`config.mk`:
```
export PLATFORM = sky130hd
export DESIGN_NAME = hvss_top
export DESIGN_NICKNAME = d
export VERILOG_FILES = /design/src/inc/hvss_pkg.sv /design/src/design/hvss_top.sv
export SDC_FILE = /design/constraint.sdc
export NUM_CORES = 1
export LEC_CHECK = 0
export BUFFER_PORTS_ARGS = -buffer_cell sky130_fd_sc_hd__buf_2
export CAP_MARGIN = 5
export CELL_PAD_IN_SITES_DETAIL_PLACEMENT = 1
export CELL_PAD_IN_SITES_GLOBAL_PLACEMENT = 1
export CORE_ASPECT_RATIO = 1.4
export CORE_MARGIN = 5
export CORE_UTILIZATION = 40
export CTS_BUF_LIST = sky130_fd_sc_hd__clkbuf_16
export DETAILED_ROUTE_END_ITERATION = 6
export PLACE_DENSITY = 0.77
export SLEW_MARGIN = 10
export SYNTH_ARGS = -nofsm -noshare
export SYNTH_HDL_FRONTEND = slang
export SYNTH_SLANG_ARGS = --single-unit
```
`constraint.sdc`:
```
create_clock -name clk_i -period 16.52 [get_ports clk_i]
set_input_delay 1.652 -clock clk_i [delete_from_list [all_inputs] [get_ports clk_i]]
set_output_delay 1.652 -clock clk_i [all_outputs]
set_load 0.005 [all_outputs]
```
`src/inc/hvss_pkg.sv`:
```
// package for the hvac stage sequencer: map, fields, timing and types
package hvss_pkg;
   // register byte offsets
   localparam logic [7:0] HVSS_REQ_OFS = 8'h00;
   localparam logic [7:0] HVSS_CFG_OFS = 8'h04;
   localparam logic [7:0] HVSS_SPD_OFS = 8'h08;
   localparam logic [7:0] HVSS_PURGE_OFS = 8'h0c;
   localparam logic [7:0] HVSS_STAT_OFS = 8'h10;
   localparam logic [7:0] HVSS_ODF_OFS = 8'h14;
   // request bit positions, shared by pins and the fieldbus register
   localparam int HVSS_REQ_FAN = 0;
   localparam int HVSS_REQ_Y1 = 1;
   localparam int HVSS_REQ_Y2 = 2;
   localparam int HVSS_REQ_AUX = 3;
   localparam int HVSS_REQ_MOIST = 4;
   localparam int HVSS_REQ_REV = 5;
   localparam int HVSS_NREQ = 6;
   // config register fields
   localparam int HVSS_CFG_HP = 0;
   localparam int HVSS_CFG_CMP_LSB = 1;
   localparam int HVSS_CFG_PSC = 3;
   // speed register fields (percent, 8 bits each)
   localparam int HVSS_SPD_Y1_LSB = 0;
   localparam int HVSS_SPD_Y2_LSB = 8;
   localparam int HVSS_SPD_AUX_LSB = 16;
   localparam int HVSS_SPD_MOIST_LSB = 24;
   // reset values and speed limits
   localparam logic [7:0] HVSS_SPD_Y1_RST = 8'h46;
   localparam logic [7:0] HVSS_SPD_Y2_RST = 8'h64;
   localparam logic [7:0] HVSS_SPD_AUX_RST = 8'h64;
   localparam logic [7:0] HVSS_SPD_MOIST_RST = 8'h50;
   localparam logic [7:0] HVSS_SPD_AUX_MIN = 8'h46;
   localparam logic [7:0] HVSS_SPD_MOIST_MIN = 8'h3c;
   localparam logic [7:0] HVSS_SPD_MAX = 8'h64;
   localparam logic [7:0] HVSS_ODF_MAX_RST = 8'h64;
   localparam logic [7:0] HVSS_PURGE_RST = 8'h5a;
   // liquid line thresholds, degrees F
   localparam logic [7:0] HVSS_LL_OFF_F = 8'h50;
   localparam logic [7:0] HVSS_LL_TARGET_F = 8'h5a;
   localparam logic [7:0] HVSS_LL_MAX_F = 8'h73;
   // timing
   localparam int HVSS_CLK_HZ = 200_000_000;
   localparam int HVSS_TICK_S = 1;
   localparam int HVSS_TICK_CYC = HVSS_CLK_HZ * HVSS_TICK_S;
   localparam logic [7:0] HVSS_DEBOUNCE_S = 8'h05;
   localparam logic [7:0] HVSS_STAGGER_S = 8'h05;

   typedef enum logic [1:0] {
      HVSS_CMP_FIXED1 = 2'h0,
      HVSS_CMP_FIXED2 = 2'h1,
      HVSS_CMP_STAGED = 2'h2,
      HVSS_CMP_SINGLE = 2'h3
   } hvss_cmp_t;

   typedef struct packed {
      logic [7:0] moist;
      logic [7:0] aux;
      logic [7:0] y2;
      logic [7:0] y1;
   } hvss_spd_t;

   typedef struct packed {
      logic psc;
      hvss_cmp_t cmp;
      logic hp;
   } hvss_cfg_t;

   typedef struct packed {
      logic cmp1;
      logic cmp2;
      logic rev;
      logic heat;
      logic odf_relay;
   } hvss_relay_t;
endpackage

```
`src/design/hvss_top.sv`:
```
// hvac stage sequencer: debounce, blower priority, compressor staging, fans
`timescale 1ns/1ps
`default_nettype none
// How it works
// RQ1: requests need five seconds steady before acceptance
// RQ2: compressor relays start five seconds apart
// RQ3: pin or fieldbus bit gives request
// RQ4: fan-only runs blower at stage-two speed
// RQ5: any request starts blower at its speed; a reversing request alone leaves the blower at zero
// RQ6: blower priority y2, y1, aux, moist, fan
// RQ7: cooling-only never runs compressor with heater
// RQ8: heat pump allows compressor with heater
// RQ9: stage one and two speeds separately set
// RQ10: system type setting picks cooling sequence
// RQ11: stage one request energizes first compressor
// RQ12: two fixed compressors follow y1, y2
// RQ13: y2 with y1 adds second compressor
// RQ14: staged second compressor only with first
// RQ15: single-stage compressor runs full on y1
// RQ16: heat pump cooling needs reversing request
// RQ17: outdoor fan modulates toward 90F liquid
// RQ18: outdoor fan off below 80F, ramps above
// RQ19: above 115F outdoor fan at maximum
// RQ20: fixed-speed motor relay follows pressure switch
// RQ21: cooling drop stops compressors and fan
// RQ22: blower purges configured seconds after cooling
// RQ23: aux heat speed 70 to 100, default 100
// RQ24: moist speed 60 to 100, default 80
// RQ25: timers use one second tick, reset
// RQ26: blower percent output, zero when idle
module hvss_top
   import hvss_pkg::*;
#(
   parameter int TICK_CYC = hvss_pkg::HVSS_TICK_CYC
) (
   input wire logic clk_i,
   input wire logic sys_rst_i,
   input wire logic [hvss_pkg::HVSS_NREQ-1:0] req_pin_i,
   input wire logic press_switch_i,
   input wire logic [7:0] liquid_temp_fan_control_input_i,
   input wire logic [7:0] reg_addr_i,
   input wire logic [31:0] reg_wdata_i,
   input wire logic reg_wr_i,
   input wire logic reg_rd_i,
   output logic [31:0] reg_rdata_o,
   output logic compressor_first_relay_o,
   output logic compressor_second_relay_o,
   output logic reversing_valve_drive_o,
   output logic heater_o,
   output logic outdoor_fan_relay_output_o,
   output logic [7:0] outdoor_fan_speed_o,
   output logic [7:0] blower_speed_o
);
   import hvss_pkg::*;

   // pin and temperature synchronisers
   logic [HVSS_NREQ:0] pin_s1_ff, pin_s2_ff;
   logic [7:0] temp_s1_ff, temp_s2_ff;
   always_ff @(posedge clk_i or posedge sys_rst_i) begin
      if (sys_rst_i) begin
         pin_s1_ff <= '0;
         pin_s2_ff <= '0;
         temp_s1_ff <= 8'h00;
         temp_s2_ff <= 8'h00;
      end else begin
         pin_s1_ff <= {press_switch_i, req_pin_i};
         pin_s2_ff <= pin_s1_ff;
         temp_s1_ff <= liquid_temp_fan_control_input_i;
         temp_s2_ff <= temp_s1_ff;
      end
   end

   // one-second tick
   logic [31:0] tick_cnt_ff, nxt_tick_cnt;
   logic tick_ff, nxt_tick;
   always_comb begin
      nxt_tick = 1'b0;
      nxt_tick_cnt = tick_cnt_ff + 32'h1;
      if (tick_cnt_ff >= 32'(TICK_CYC - 1)) begin
         nxt_tick_cnt = 32'h0;
         nxt_tick = 1'b1; // RQ25
      end
   end
   always_ff @(posedge clk_i or posedge sys_rst_i) begin
      if (sys_rst_i) begin
         tick_cnt_ff <= 32'h0;
         tick_ff <= 1'b0;
      end else begin
         tick_cnt_ff <= nxt_tick_cnt;
         tick_ff <= nxt_tick;
      end
   end

   // software registers
   logic [HVSS_NREQ-1:0] bus_req_ff, nxt_bus_req;
   hvss_cfg_t cfg_ff, nxt_cfg;
   hvss_spd_t spd_ff, nxt_spd;
   logic [7:0] purge_set_ff, nxt_purge_set;
   logic [7:0] odf_max_ff, nxt_odf_max;
   logic [31:0] rdata_ff, nxt_rdata;
   logic [HVSS_NREQ-1:0] acc_ff;
   hvss_relay_t rly_ff;
   logic [7:0] blow_ff, odf_spd_ff;

   function automatic logic [7:0] clamp_pct(input logic [7:0] v, input logic [7:0] lo);
      clamp_pct = (v < lo) ? lo : ((v > HVSS_SPD_MAX) ? HVSS_SPD_MAX : v);
   endfunction

   always_comb begin
      nxt_bus_req = bus_req_ff;
      nxt_cfg = cfg_ff;
      nxt_spd = spd_ff;
      nxt_purge_set = purge_set_ff;
      nxt_odf_max = odf_max_ff;
      nxt_rdata = 32'h0;
      if (reg_wr_i) begin
         case (reg_addr_i)
            HVSS_REQ_OFS: nxt_bus_req = reg_wdata_i[HVSS_NREQ-1:0];
            HVSS_CFG_OFS: nxt_cfg = reg_wdata_i[3:0]; // RQ10
            HVSS_SPD_OFS: begin
               nxt_spd.y1 = clamp_pct(reg_wdata_i[HVSS_SPD_Y1_LSB+:8], 8'h00); // RQ9
               nxt_spd.y2 = clamp_pct(reg_wdata_i[HVSS_SPD_Y2_LSB+:8], 8'h00); // RQ9
               nxt_spd.aux = clamp_pct(reg_wdata_i[HVSS_SPD_AUX_LSB+:8],
                                       HVSS_SPD_AUX_MIN); // RQ23
               nxt_spd.moist = clamp_pct(reg_wdata_i[HVSS_SPD_MOIST_LSB+:8],
                                         HVSS_SPD_MOIST_MIN); // RQ24
            end
            HVSS_PURGE_OFS: nxt_purge_set = reg_wdata_i[7:0];
            HVSS_ODF_OFS: nxt_odf_max = clamp_pct(reg_wdata_i[7:0], 8'h00);
            default: ;
         endcase
      end
      if (reg_rd_i) begin
         case (reg_addr_i)
            HVSS_REQ_OFS: nxt_rdata = {26'h0, bus_req_ff};
            HVSS_CFG_OFS: nxt_rdata = {28'h0, cfg_ff};
            HVSS_SPD_OFS: nxt_rdata = spd_ff;
            HVSS_PURGE_OFS: nxt_rdata = {24'h0, purge_set_ff};
            HVSS_ODF_OFS: nxt_rdata = {24'h0, odf_max_ff};
            HVSS_STAT_OFS: nxt_rdata = {8'h0, blow_ff, 2'h0, acc_ff, 3'h0, rly_ff};
            default: nxt_rdata = 32'h0;
         endcase
      end
   end
   always_ff @(posedge clk_i or posedge sys_rst_i) begin
      if (sys_rst_i) begin
         bus_req_ff <= '0;
         cfg_ff <= '0;
         spd_ff <= {HVSS_SPD_MOIST_RST, HVSS_SPD_AUX_RST, HVSS_SPD_Y2_RST, HVSS_SPD_Y1_RST};
         purge_set_ff <= HVSS_PURGE_RST;
         odf_max_ff <= HVSS_ODF_MAX_RST;
         rdata_ff <= 32'h0;
      end else begin
         bus_req_ff <= nxt_bus_req;
         cfg_ff <= nxt_cfg;
         spd_ff <= nxt_spd;
         purge_set_ff <= nxt_purge_set;
         odf_max_ff <= nxt_odf_max;
         rdata_ff <= nxt_rdata;
      end
   end

   // debounce: raw request must stay high five ticks; drop is immediate
   logic [HVSS_NREQ-1:0] raw_req, nxt_acc;
   logic [HVSS_NREQ-1:0][7:0] deb_ff, nxt_deb;
   assign raw_req = pin_s2_ff[HVSS_NREQ-1:0] | bus_req_ff; // RQ3
   always_comb begin
      for (int i = 0; i < HVSS_NREQ; i++) begin
         nxt_deb[i] = deb_ff[i];
         nxt_acc[i] = acc_ff[i];
         if (!raw_req[i]) begin
            nxt_deb[i] = 8'h00;
            nxt_acc[i] = 1'b0;
         end else if (tick_ff && !acc_ff[i]) begin
            nxt_deb[i] = deb_ff[i] + 8'h01;
            if (deb_ff[i] + 8'h01 >= HVSS_DEBOUNCE_S) begin
               nxt_acc[i] = 1'b1; // RQ1
            end
         end
      end
   end

   // compressor and output sequencing
   logic want1, want2, cool, y1, y2, aux, moist, fan, rev;
   logic [7:0] stag_ff, nxt_stag;
   logic [7:0] purge_ff, nxt_purge;
   logic was_cool_ff;
   hvss_relay_t nxt_rly;
   logic [7:0] nxt_blow, nxt_odf;
   assign y1 = acc_ff[HVSS_REQ_Y1];
   assign y2 = acc_ff[HVSS_REQ_Y2];
   assign aux = acc_ff[HVSS_REQ_AUX];
   assign moist = acc_ff[HVSS_REQ_MOIST];
   assign fan = acc_ff[HVSS_REQ_FAN];
   assign rev = acc_ff[HVSS_REQ_REV];

   always_comb begin
      want1 = 1'b0;
      want2 = 1'b0;
      case (cfg_ff.cmp) // RQ10
         HVSS_CMP_FIXED2: begin
            want1 = y1; // RQ12
            want2 = y2; // RQ12 RQ13
         end
         HVSS_CMP_STAGED: begin
            want1 = y1; // RQ11
            want2 = y1 && y2; // RQ14
         end
         HVSS_CMP_SINGLE: begin
            want1 = y1; // RQ15
            want2 = y1; // RQ15
         end
         default: want1 = y1; // RQ11
      endcase
      if (cfg_ff.hp && !rev) begin
         // heat pump cooling only with the reversing request
         want1 = 1'b0; // RQ16
         want2 = 1'b0;
      end
      // cooling-only: cooling wins and heat is held off
      cool = want1 || want2;
   end

   always_comb begin
      nxt_rly = rly_ff;
      nxt_stag = stag_ff;
      if (!cool) begin
         nxt_rly.cmp1 = 1'b0; // RQ21
         nxt_rly.cmp2 = 1'b0; // RQ21
         nxt_stag = 8'h00;
      end else begin
         if (!want1) nxt_rly.cmp1 = 1'b0;
         if (!want2) nxt_rly.cmp2 = 1'b0;
         // one relay closes per gap; the gap restarts after each closing
         if (tick_ff && stag_ff != 8'h00) nxt_stag = stag_ff - 8'h01;
         if (stag_ff == 8'h00) begin
            if (want1 && !rly_ff.cmp1) begin
               nxt_rly.cmp1 = 1'b1;
               nxt_stag = HVSS_STAGGER_S; // RQ2
            end else if (want2 && !rly_ff.cmp2) begin
               nxt_rly.cmp2 = 1'b1;
               nxt_stag = HVSS_STAGGER_S; // RQ2
            end
         end
         if (cfg_ff.cmp == HVSS_CMP_STAGED && !nxt_rly.cmp1) nxt_rly.cmp2 = 1'b0; // RQ14
      end
      nxt_rly.rev = cfg_ff.hp && rev && cool; // RQ16
      nxt_rly.heat = aux && (cfg_ff.hp || !cool); // RQ7 RQ8
      // fixed-speed outdoor motor relay tracks the pressure switch
      nxt_rly.odf_relay = cfg_ff.psc && cool && pin_s2_ff[HVSS_NREQ]; // RQ20 RQ21
      // modulating outdoor fan
      nxt_odf = 8'h00;
      if (cool && !cfg_ff.psc) begin
         if (temp_s2_ff > HVSS_LL_MAX_F) begin
            nxt_odf = odf_max_ff; // RQ19
         end else if (temp_s2_ff >= HVSS_LL_OFF_F) begin
            // two-slope ramp 80F..115F, half speed at the 90F target
            nxt_odf = (temp_s2_ff <= HVSS_LL_TARGET_F) ?
               8'((16'(temp_s2_ff - HVSS_LL_OFF_F) * 16'(odf_max_ff)) /
                  16'(2 * (HVSS_LL_TARGET_F - HVSS_LL_OFF_F))) :
               8'((16'(odf_max_ff) >> 1) +
                  (16'(temp_s2_ff - HVSS_LL_TARGET_F) * 16'(odf_max_ff)) /
                  16'(2 * (HVSS_LL_MAX_F - HVSS_LL_TARGET_F))); // RQ17 RQ18
         end
      end
      // purge timer after cooling ends
      nxt_purge = purge_ff;
      if (cool) begin
         nxt_purge = 8'h00;
      end else if (was_cool_ff) begin
         nxt_purge = purge_set_ff; // RQ22
      end else if (tick_ff && purge_ff != 8'h00) begin
         nxt_purge = purge_ff - 8'h01; // RQ22 RQ25
      end
      // blower priority
      if (y2) nxt_blow = spd_ff.y2; // RQ6 RQ9
      else if (y1) nxt_blow = spd_ff.y1; // RQ5 RQ9
      else if (aux) nxt_blow = spd_ff.aux; // RQ5 RQ23
      else if (moist) nxt_blow = spd_ff.moist; // RQ5 RQ24
      else if (fan) nxt_blow = spd_ff.y2; // RQ4
      else if (purge_ff != 8'h00 || was_cool_ff) nxt_blow = blow_ff; // RQ22
      else nxt_blow = 8'h00; // RQ26
   end

   always_ff @(posedge clk_i or posedge sys_rst_i) begin
      if (sys_rst_i) begin
         deb_ff <= '0;
         acc_ff <= '0;
         rly_ff <= '0;
         stag_ff <= 8'h00;
         purge_ff <= 8'h00;
         was_cool_ff <= 1'b0;
         blow_ff <= 8'h00;
         odf_spd_ff <= 8'h00;
      end else begin
         deb_ff <= nxt_deb;
         acc_ff <= nxt_acc;
         rly_ff <= nxt_rly;
         stag_ff <= nxt_stag;
         purge_ff <= nxt_purge;
         was_cool_ff <= cool;
         blow_ff <= nxt_blow;
         odf_spd_ff <= nxt_odf;
      end
   end

   assign reg_rdata_o = rdata_ff;
   assign compressor_first_relay_o = rly_ff.cmp1;
   assign compressor_second_relay_o = rly_ff.cmp2;
   assign reversing_valve_drive_o = rly_ff.rev;
   assign heater_o = rly_ff.heat;
   assign outdoor_fan_relay_output_o = rly_ff.odf_relay;
   assign outdoor_fan_speed_o = odf_spd_ff;
   assign blower_speed_o = blow_ff;
endmodule // hvss_top
`default_nettype wire

```
# --- Yosys cells after proc, flatten, opt, wreduce, memory -nomap -nowiden ---
# Cells that the tools add are included.
totals:
  latchBits: 0
  ff_bits: 245
  ramBits: 0
  mem_count: 0
  romBits: 0
  inputBits: 59
classes:
  n_eq_ne: 21
  n_bitwise: 1
  n_lt_le_gt_ge: 18
  shift: 0
  n_mul: 2
  n_div: 2
  muxes: 72
  add_sub_neg: 12
  reduce_logical: 49
op_table:
  columns: ["cell", "count"]
  rows:
  - ["$mux 8", 38]
  - ["$pmux 32 s6", 1]
  - ["$mux 32", 2]
  - ["$add 8x1->8 const B", 6]
  - ["$ge 8x3->1 const B", 6]
  - ["$gt 8x7->1 const B", 5]
  - ["$add 32x1->32 const B", 1]
  - ["$ge 32x28->1 const B", 1]
  - ["$mul 9x9->16", 2]
  - ["$mux 1", 27]
  - ["$ne 2x1->1 const B", 12]
  - ["$reduce_and 2->1", 11]
  - ["$logic_and 1x1->1", 19]
  - ["$sub 8x7->9 const B", 2]
  - ["$div 16x5->16 const B", 1]
  - ["$div 16x6->16 const B", 1]
  - ["$eq 8x4->1 const B", 2]
  - ["$eq 8x5->1 const B", 2]
  - ["$logic_not 8->1", 2]
  - ["$lt 8x1->1 const B", 2]
  - ["$reduce_bool 8->1", 2]
  - ["$sub 8x1->8 const B", 2]
  - ["$logic_not 1->1", 11]
  - ["$add 7x8->8", 1]
  - ["13 further kinds", 18]

# --- Longest topological paths before layout ---
logic_depth:
  word_depth: 12
  ltp_mapped: 58
  mapped_depth_nobuf: 54

# --- Least setup slack after synthesis ---
# OpenSTA, ideal clock, no wires.
synth_timing:
  kind: "register to register"
  startpoint: "register temp_s2_ff[1]"
  endpoint: "register odf_spd_ff[7], in the netlist outdoor_fan_speed_o[7]"
  slack_ps: 4645
  required_time_ps: 16448
  arrival_time_ps: 11803
  stages_incl_launch_ff: 54
  setup_ps: 72
  path_cell_list: "dfrtp_1 > clkbuf_1 > inv_1 > ha_1 > nor2_1 > o21ai_0 > xor2_1 > nand2_1 > fa_1 > inv_1 > fa_1 > fa_1 > inv_1 > fa_1 > inv_1 > ha_1 > buf_4 > a21o_1 > [... 18 more ...] > nor4_1 > o221ai_1 > nand2_1 > nor2_1 > xnor2_1 > inv_1 > a21o_1 > ha_1 > a21o_1 > a21oi_1 > o21bai_1 > a21oi_1 > o21bai_1 > a21oi_1 > xnor2_1 > a2111oi_0 > a21oi_1 > nor2_1"
synth_between:
  elab_chain_len: 8
  word_cells_on_any_way: 14
synth_rtl:
  columns: ["element", "line", "source"]
  rows:
  - ["start, declared", "hvss_top.sv:58", "logic [7:0] temp_s1_ff, temp_s2_ff;"]
  - ["start signal, assigned", "hvss_top.sv:69", "temp_s2_ff <= temp_s1_ff;"]
  - ["$sub 8x7->9", "hvss_top.sv:262", "(16'(temp_s2_ff - HVSS_LL_TARGET_F) * 16'(odf_max_ff)) /"]
  - ["$mul 9x9->16", "hvss_top.sv:262", null]
  - ["$div 16x6->16", "hvss_top.sv:262", null]
  - ["$add 7x8->8", "hvss_top.sv:261", "8'((16'(odf_max_ff) >> 1) +"]
  - ["$mux 8", "hvss_top.sv:258", "nxt_odf = (temp_s2_ff <= HVSS_LL_TARGET_F) ?"]
  - ["$mux 8", "hvss_top.sv:256", "end else if (temp_s2_ff >= HVSS_LL_OFF_F) begin"]
  - ["$mux 8 *", "hvss_top.sv:254", "if (temp_s2_ff > HVSS_LL_MAX_F) begin"]
  - ["$mux 8 *", "hvss_top.sv:253", "if (cool && !cfg_ff.psc) begin"]
  - ["net nxt_odf[7]", "hvss_top.sv:189", "logic [7:0] nxt_blow, nxt_odf;"]
  - ["end signal, assigned", "hvss_top.sv:303", "odf_spd_ff <= nxt_odf;"]
  - ["end, declared", "hvss_top.sv:103", "logic [7:0] blow_ff, odf_spd_ff;"]
# Mark *: on every way through the listed nets, which the timed path passes. The rest lies on a longest branch.
# A chain may end at the register's enable or synchronous reset.

# --- Worst setup path after layout ---
# Same ends and word-level chain as after synthesis.

==> impl_metrics.yaml <==
timing:
  finalSetupViolCount: 0
  worst_clock_skew_ns: 0.0435
  timing.final.max_slew_violations: 0
  timing.final.crit_share: 0.878
  rsz0062_at_grt: "no"
  slew_headroom: 0.247
  fmax_ghz: 0.0690
  tightest_slew_ns: 1.10
  fin_crit_ns: 14.50
  fin_tns_setup_ns: 0
  hold_viol_final: 0
  worst_slack_ns: 2.02
yosys:
  netlist_area_um2: 19700
  avgSynthCellArea_um2: 8.81
  synthArstFlopShare: 1.00
  ys_ff_latch: 245
  synth_edf_count: 0
  seq_area_frac_synth: 0.312
  synth_cells: 2240
  yosys_most_used_dff: "dfrtp_1"
  yosysWarnings: 0
  synth_cell_type_count: 105
finish:
  syn2layout_area_growth_pct: 9.96
  final_common_cell: "nor2_1"
  multi_input_area_um2: 12500
  final_cell_mix: "nor2_1, dfrtp_1, inv_1, nand2_1, a21oi_1"
  layout-drive-gt1-share: 0.113
  nFillCells: 5759
  final_nets: 2572
  seq_area_um2: 6150
  diodes: 0
route:
  drt_iter0_drc: 841
  routed_wl_um: 58800
  post-route-drc-count: 0
  vias: 16772
  drtAntennaViolNets: 0
  wl_per_cell_um: 19.8
  viasPerCell: 5.65
  firstDrtPassIters: 5
die:
  ios: 112
  initial_core_util: 0.404
  die_w_um: 198
  core_area_um2: 48900
  rows: 96
  dieHeight_um: 273
  die_area_um2: 53900
global_routing:
  grt_usage: 0.217
  grt_pass1_vias: 18459
  grt_max_degree: 112
  grt-ovfl-total: 0
  grt_pass1_wl_um: 96800
  antenna_found_initial: 1
worst_setup_path:
  end_kind: "flop"
  worstSetupStartpointType: "flop"
  cp_max_fo: 17
  criticalPathCategory: "flop to flop"
  required_ns: 16.99
  crit_arrival_ns: 14.97
  slowest_delay_ns: 0.77
  crit_path_top_delay_cell: "dfrtp_1"
hold_path:
  hold_class: "flop to flop"
placement:
  pre_cts_ws_ns: 2.28
  place_congestion: 0.879
  dp.final_hpwl_um: 45400
  port_buffers: 111
clock_tree:
  cts-root-buf: "clkbuf_16"
  cts_setup_buffers: 0
  cts_made_buffers: 25
  ctsResizeCount: 0
  clk_latency_ns: 0.57
  clockBufferDepth: 3
  clock-sinks: 245
  path_clk_slew_ns: 0.07
  htreeDepth: 1
  cts_tree: "done"
  hold_buffers: 0
power:
  p_seq_frac: 0.229
  p_switching_mw: 1.49
  p_int_mw: 1.68
  p_leak_nw: 10.1
  ir_drop_mv: 0.323
  p_comb_frac: 0.588
  power_density_nw_per_um2: 146
  total_power_mw: 3.16
  clock_power_share: 0.183
  swShare: 0.470
run:
  maxCapViolCount: 0
outcome:
  status: "finished clean"
[through the flow]
stage | hold slack [ns] | cells | cell area, um^2 | utilization
after CTS | 0.351 | 2968 | 21700 | 0.444
after global routing | 0.361 | 2968 | 21700 | 0.444
final | 0.347 | 2968 | 21700 | 0.444
after detailed placement | 0.336 | 2922 | 20900 | 0.427
after global placement | 0.335 | 2922 | 20900 | 0.427
after floorplan | 0.331 | 2243 | 19700 | -
[registers in the layout (all words and copies together) (netlist names), 4 cells and up]
signal / count
reg_rdata_o: 32
temp_s1_ff: 8
cfg_ff: 4
pin_s1_ff: 7
blower_speed_o: 8
stag_ff: 8
odf_max_ff: 8
temp_s2_ff: 8
purge_set_ff: 8
deb_ff: 48
outdoor_fan_speed_o: 8
bus_req_ff: 6
spd_ff: 32
tick_cnt_ff: 32
acc_ff: 6
purge_ff: 8
pin_s2_ff: 7
[routing by layer]
layer	part of all wire	GRT usage	wire length [um]	up-vias
met1	0.39	0.252	23000	8499
li1	-	-	-	7821
met5	0	0	0	-
met3	0.031	0.0238	1840	136
met4	0.043	0.0854	2550	0
met2	0.53	0.405	31400	316
[critical path: cells and delay by family, from the launching register on]
kind,cells,cell delay (ns)
AND/OR/NAND/NOR,11,2.79
AO/OA/AOI/OAI,22,5.64
multiplexers,1,0.41
adder cells (fa/ha/maj),7,2.99
buffers and inverters,5,0.46
XOR/XNOR,4,1.33
flip-flops,1,0.77
[worst paths after layout]
check	startpoint	to	slack [ns]	depth (start not counted)
worst max-delay path	temp_s2_ff[1]$_DFF_PP0_	outdoor_fan_speed_o[7]$_DFF_PP0_	2.02	50
worst min-delay path	pin_s1_ff[3]$_DFF_PP0_	pin_s2_ff[3]$_DFF_PP0_	0.35	0
worst max register to register	temp_s2_ff[1]$_DFF_PP0_	outdoor_fan_speed_o[7]$_DFF_PP0_	2.02	50
worst min register to register	pin_s1_ff[3]$_DFF_PP0_	pin_s2_ff[3]$_DFF_PP0_	0.35	0
max in group asynchronous	sys_rst_i	spd_ff[8]$_DFFE_PP0P_	13.03	4
min in group asynchronous	sys_rst_i	reg_rdata_o[7]$_DFF_PP0_	1.25	2
[cell type report]
| cell class | count | area share |
|---|---|---|
| Clock buffer | 25 | 0.0288 |
| Sequential cell | 245 | 0.284 |
| Tap cell | 637 | 0.0367 |
| Clock inverter | 21 | 0.00876 |
| Multi-Input combinational cell | 1699 | 0.574 |
| Inverter | 217 | 0.0379 |
| Timing Repair Buffer | 124 | 0.0301 |
[power by group through the flow]
stage | registers (mW) | logic, mW | clock network [mW]
4_1_cts | 0.724 | 1.86 | 0.595
3_5_place_dp | 0.735 | 1.84 | 0
5_1_grt | 0.733 | 2.08 | 0.622
2_1_floorplan | 0.698 | 1.42 | 0
3_3_place_gp | 0.732 | 1.79 | 0
6_report | 0.724 | 1.86 | 0.579
[Yosys cell counts (all sizes together), types with 67 or more instances]
library cell	instances	area share
and2	68	0.022
ha	90	0.057
nand3	72	0.018
clkbuf	71	0.014
nor2	256	0.049
inv	217	0.041
xnor2	79	0.035
a21oi	128	0.033
nand2	213	0.041
xor2	67	0.030
dfrtp	227	0.29
o21ai	93	0.024
fa	111	0.11
[cell families after synthesis]
group,after synthesis,share of synthesized area
and+or+nand+nor,832,0.202
muxes,35,0.0192
other,1,0.000190
adders and majority gates,205,0.172
buffers and inverters,299,0.0577
DFF,245,0.312
xor gates and xnor gates,149,0.0690
AOI/OAI and AO/OA,474,0.168
Power figures use the tool's default switching activity.
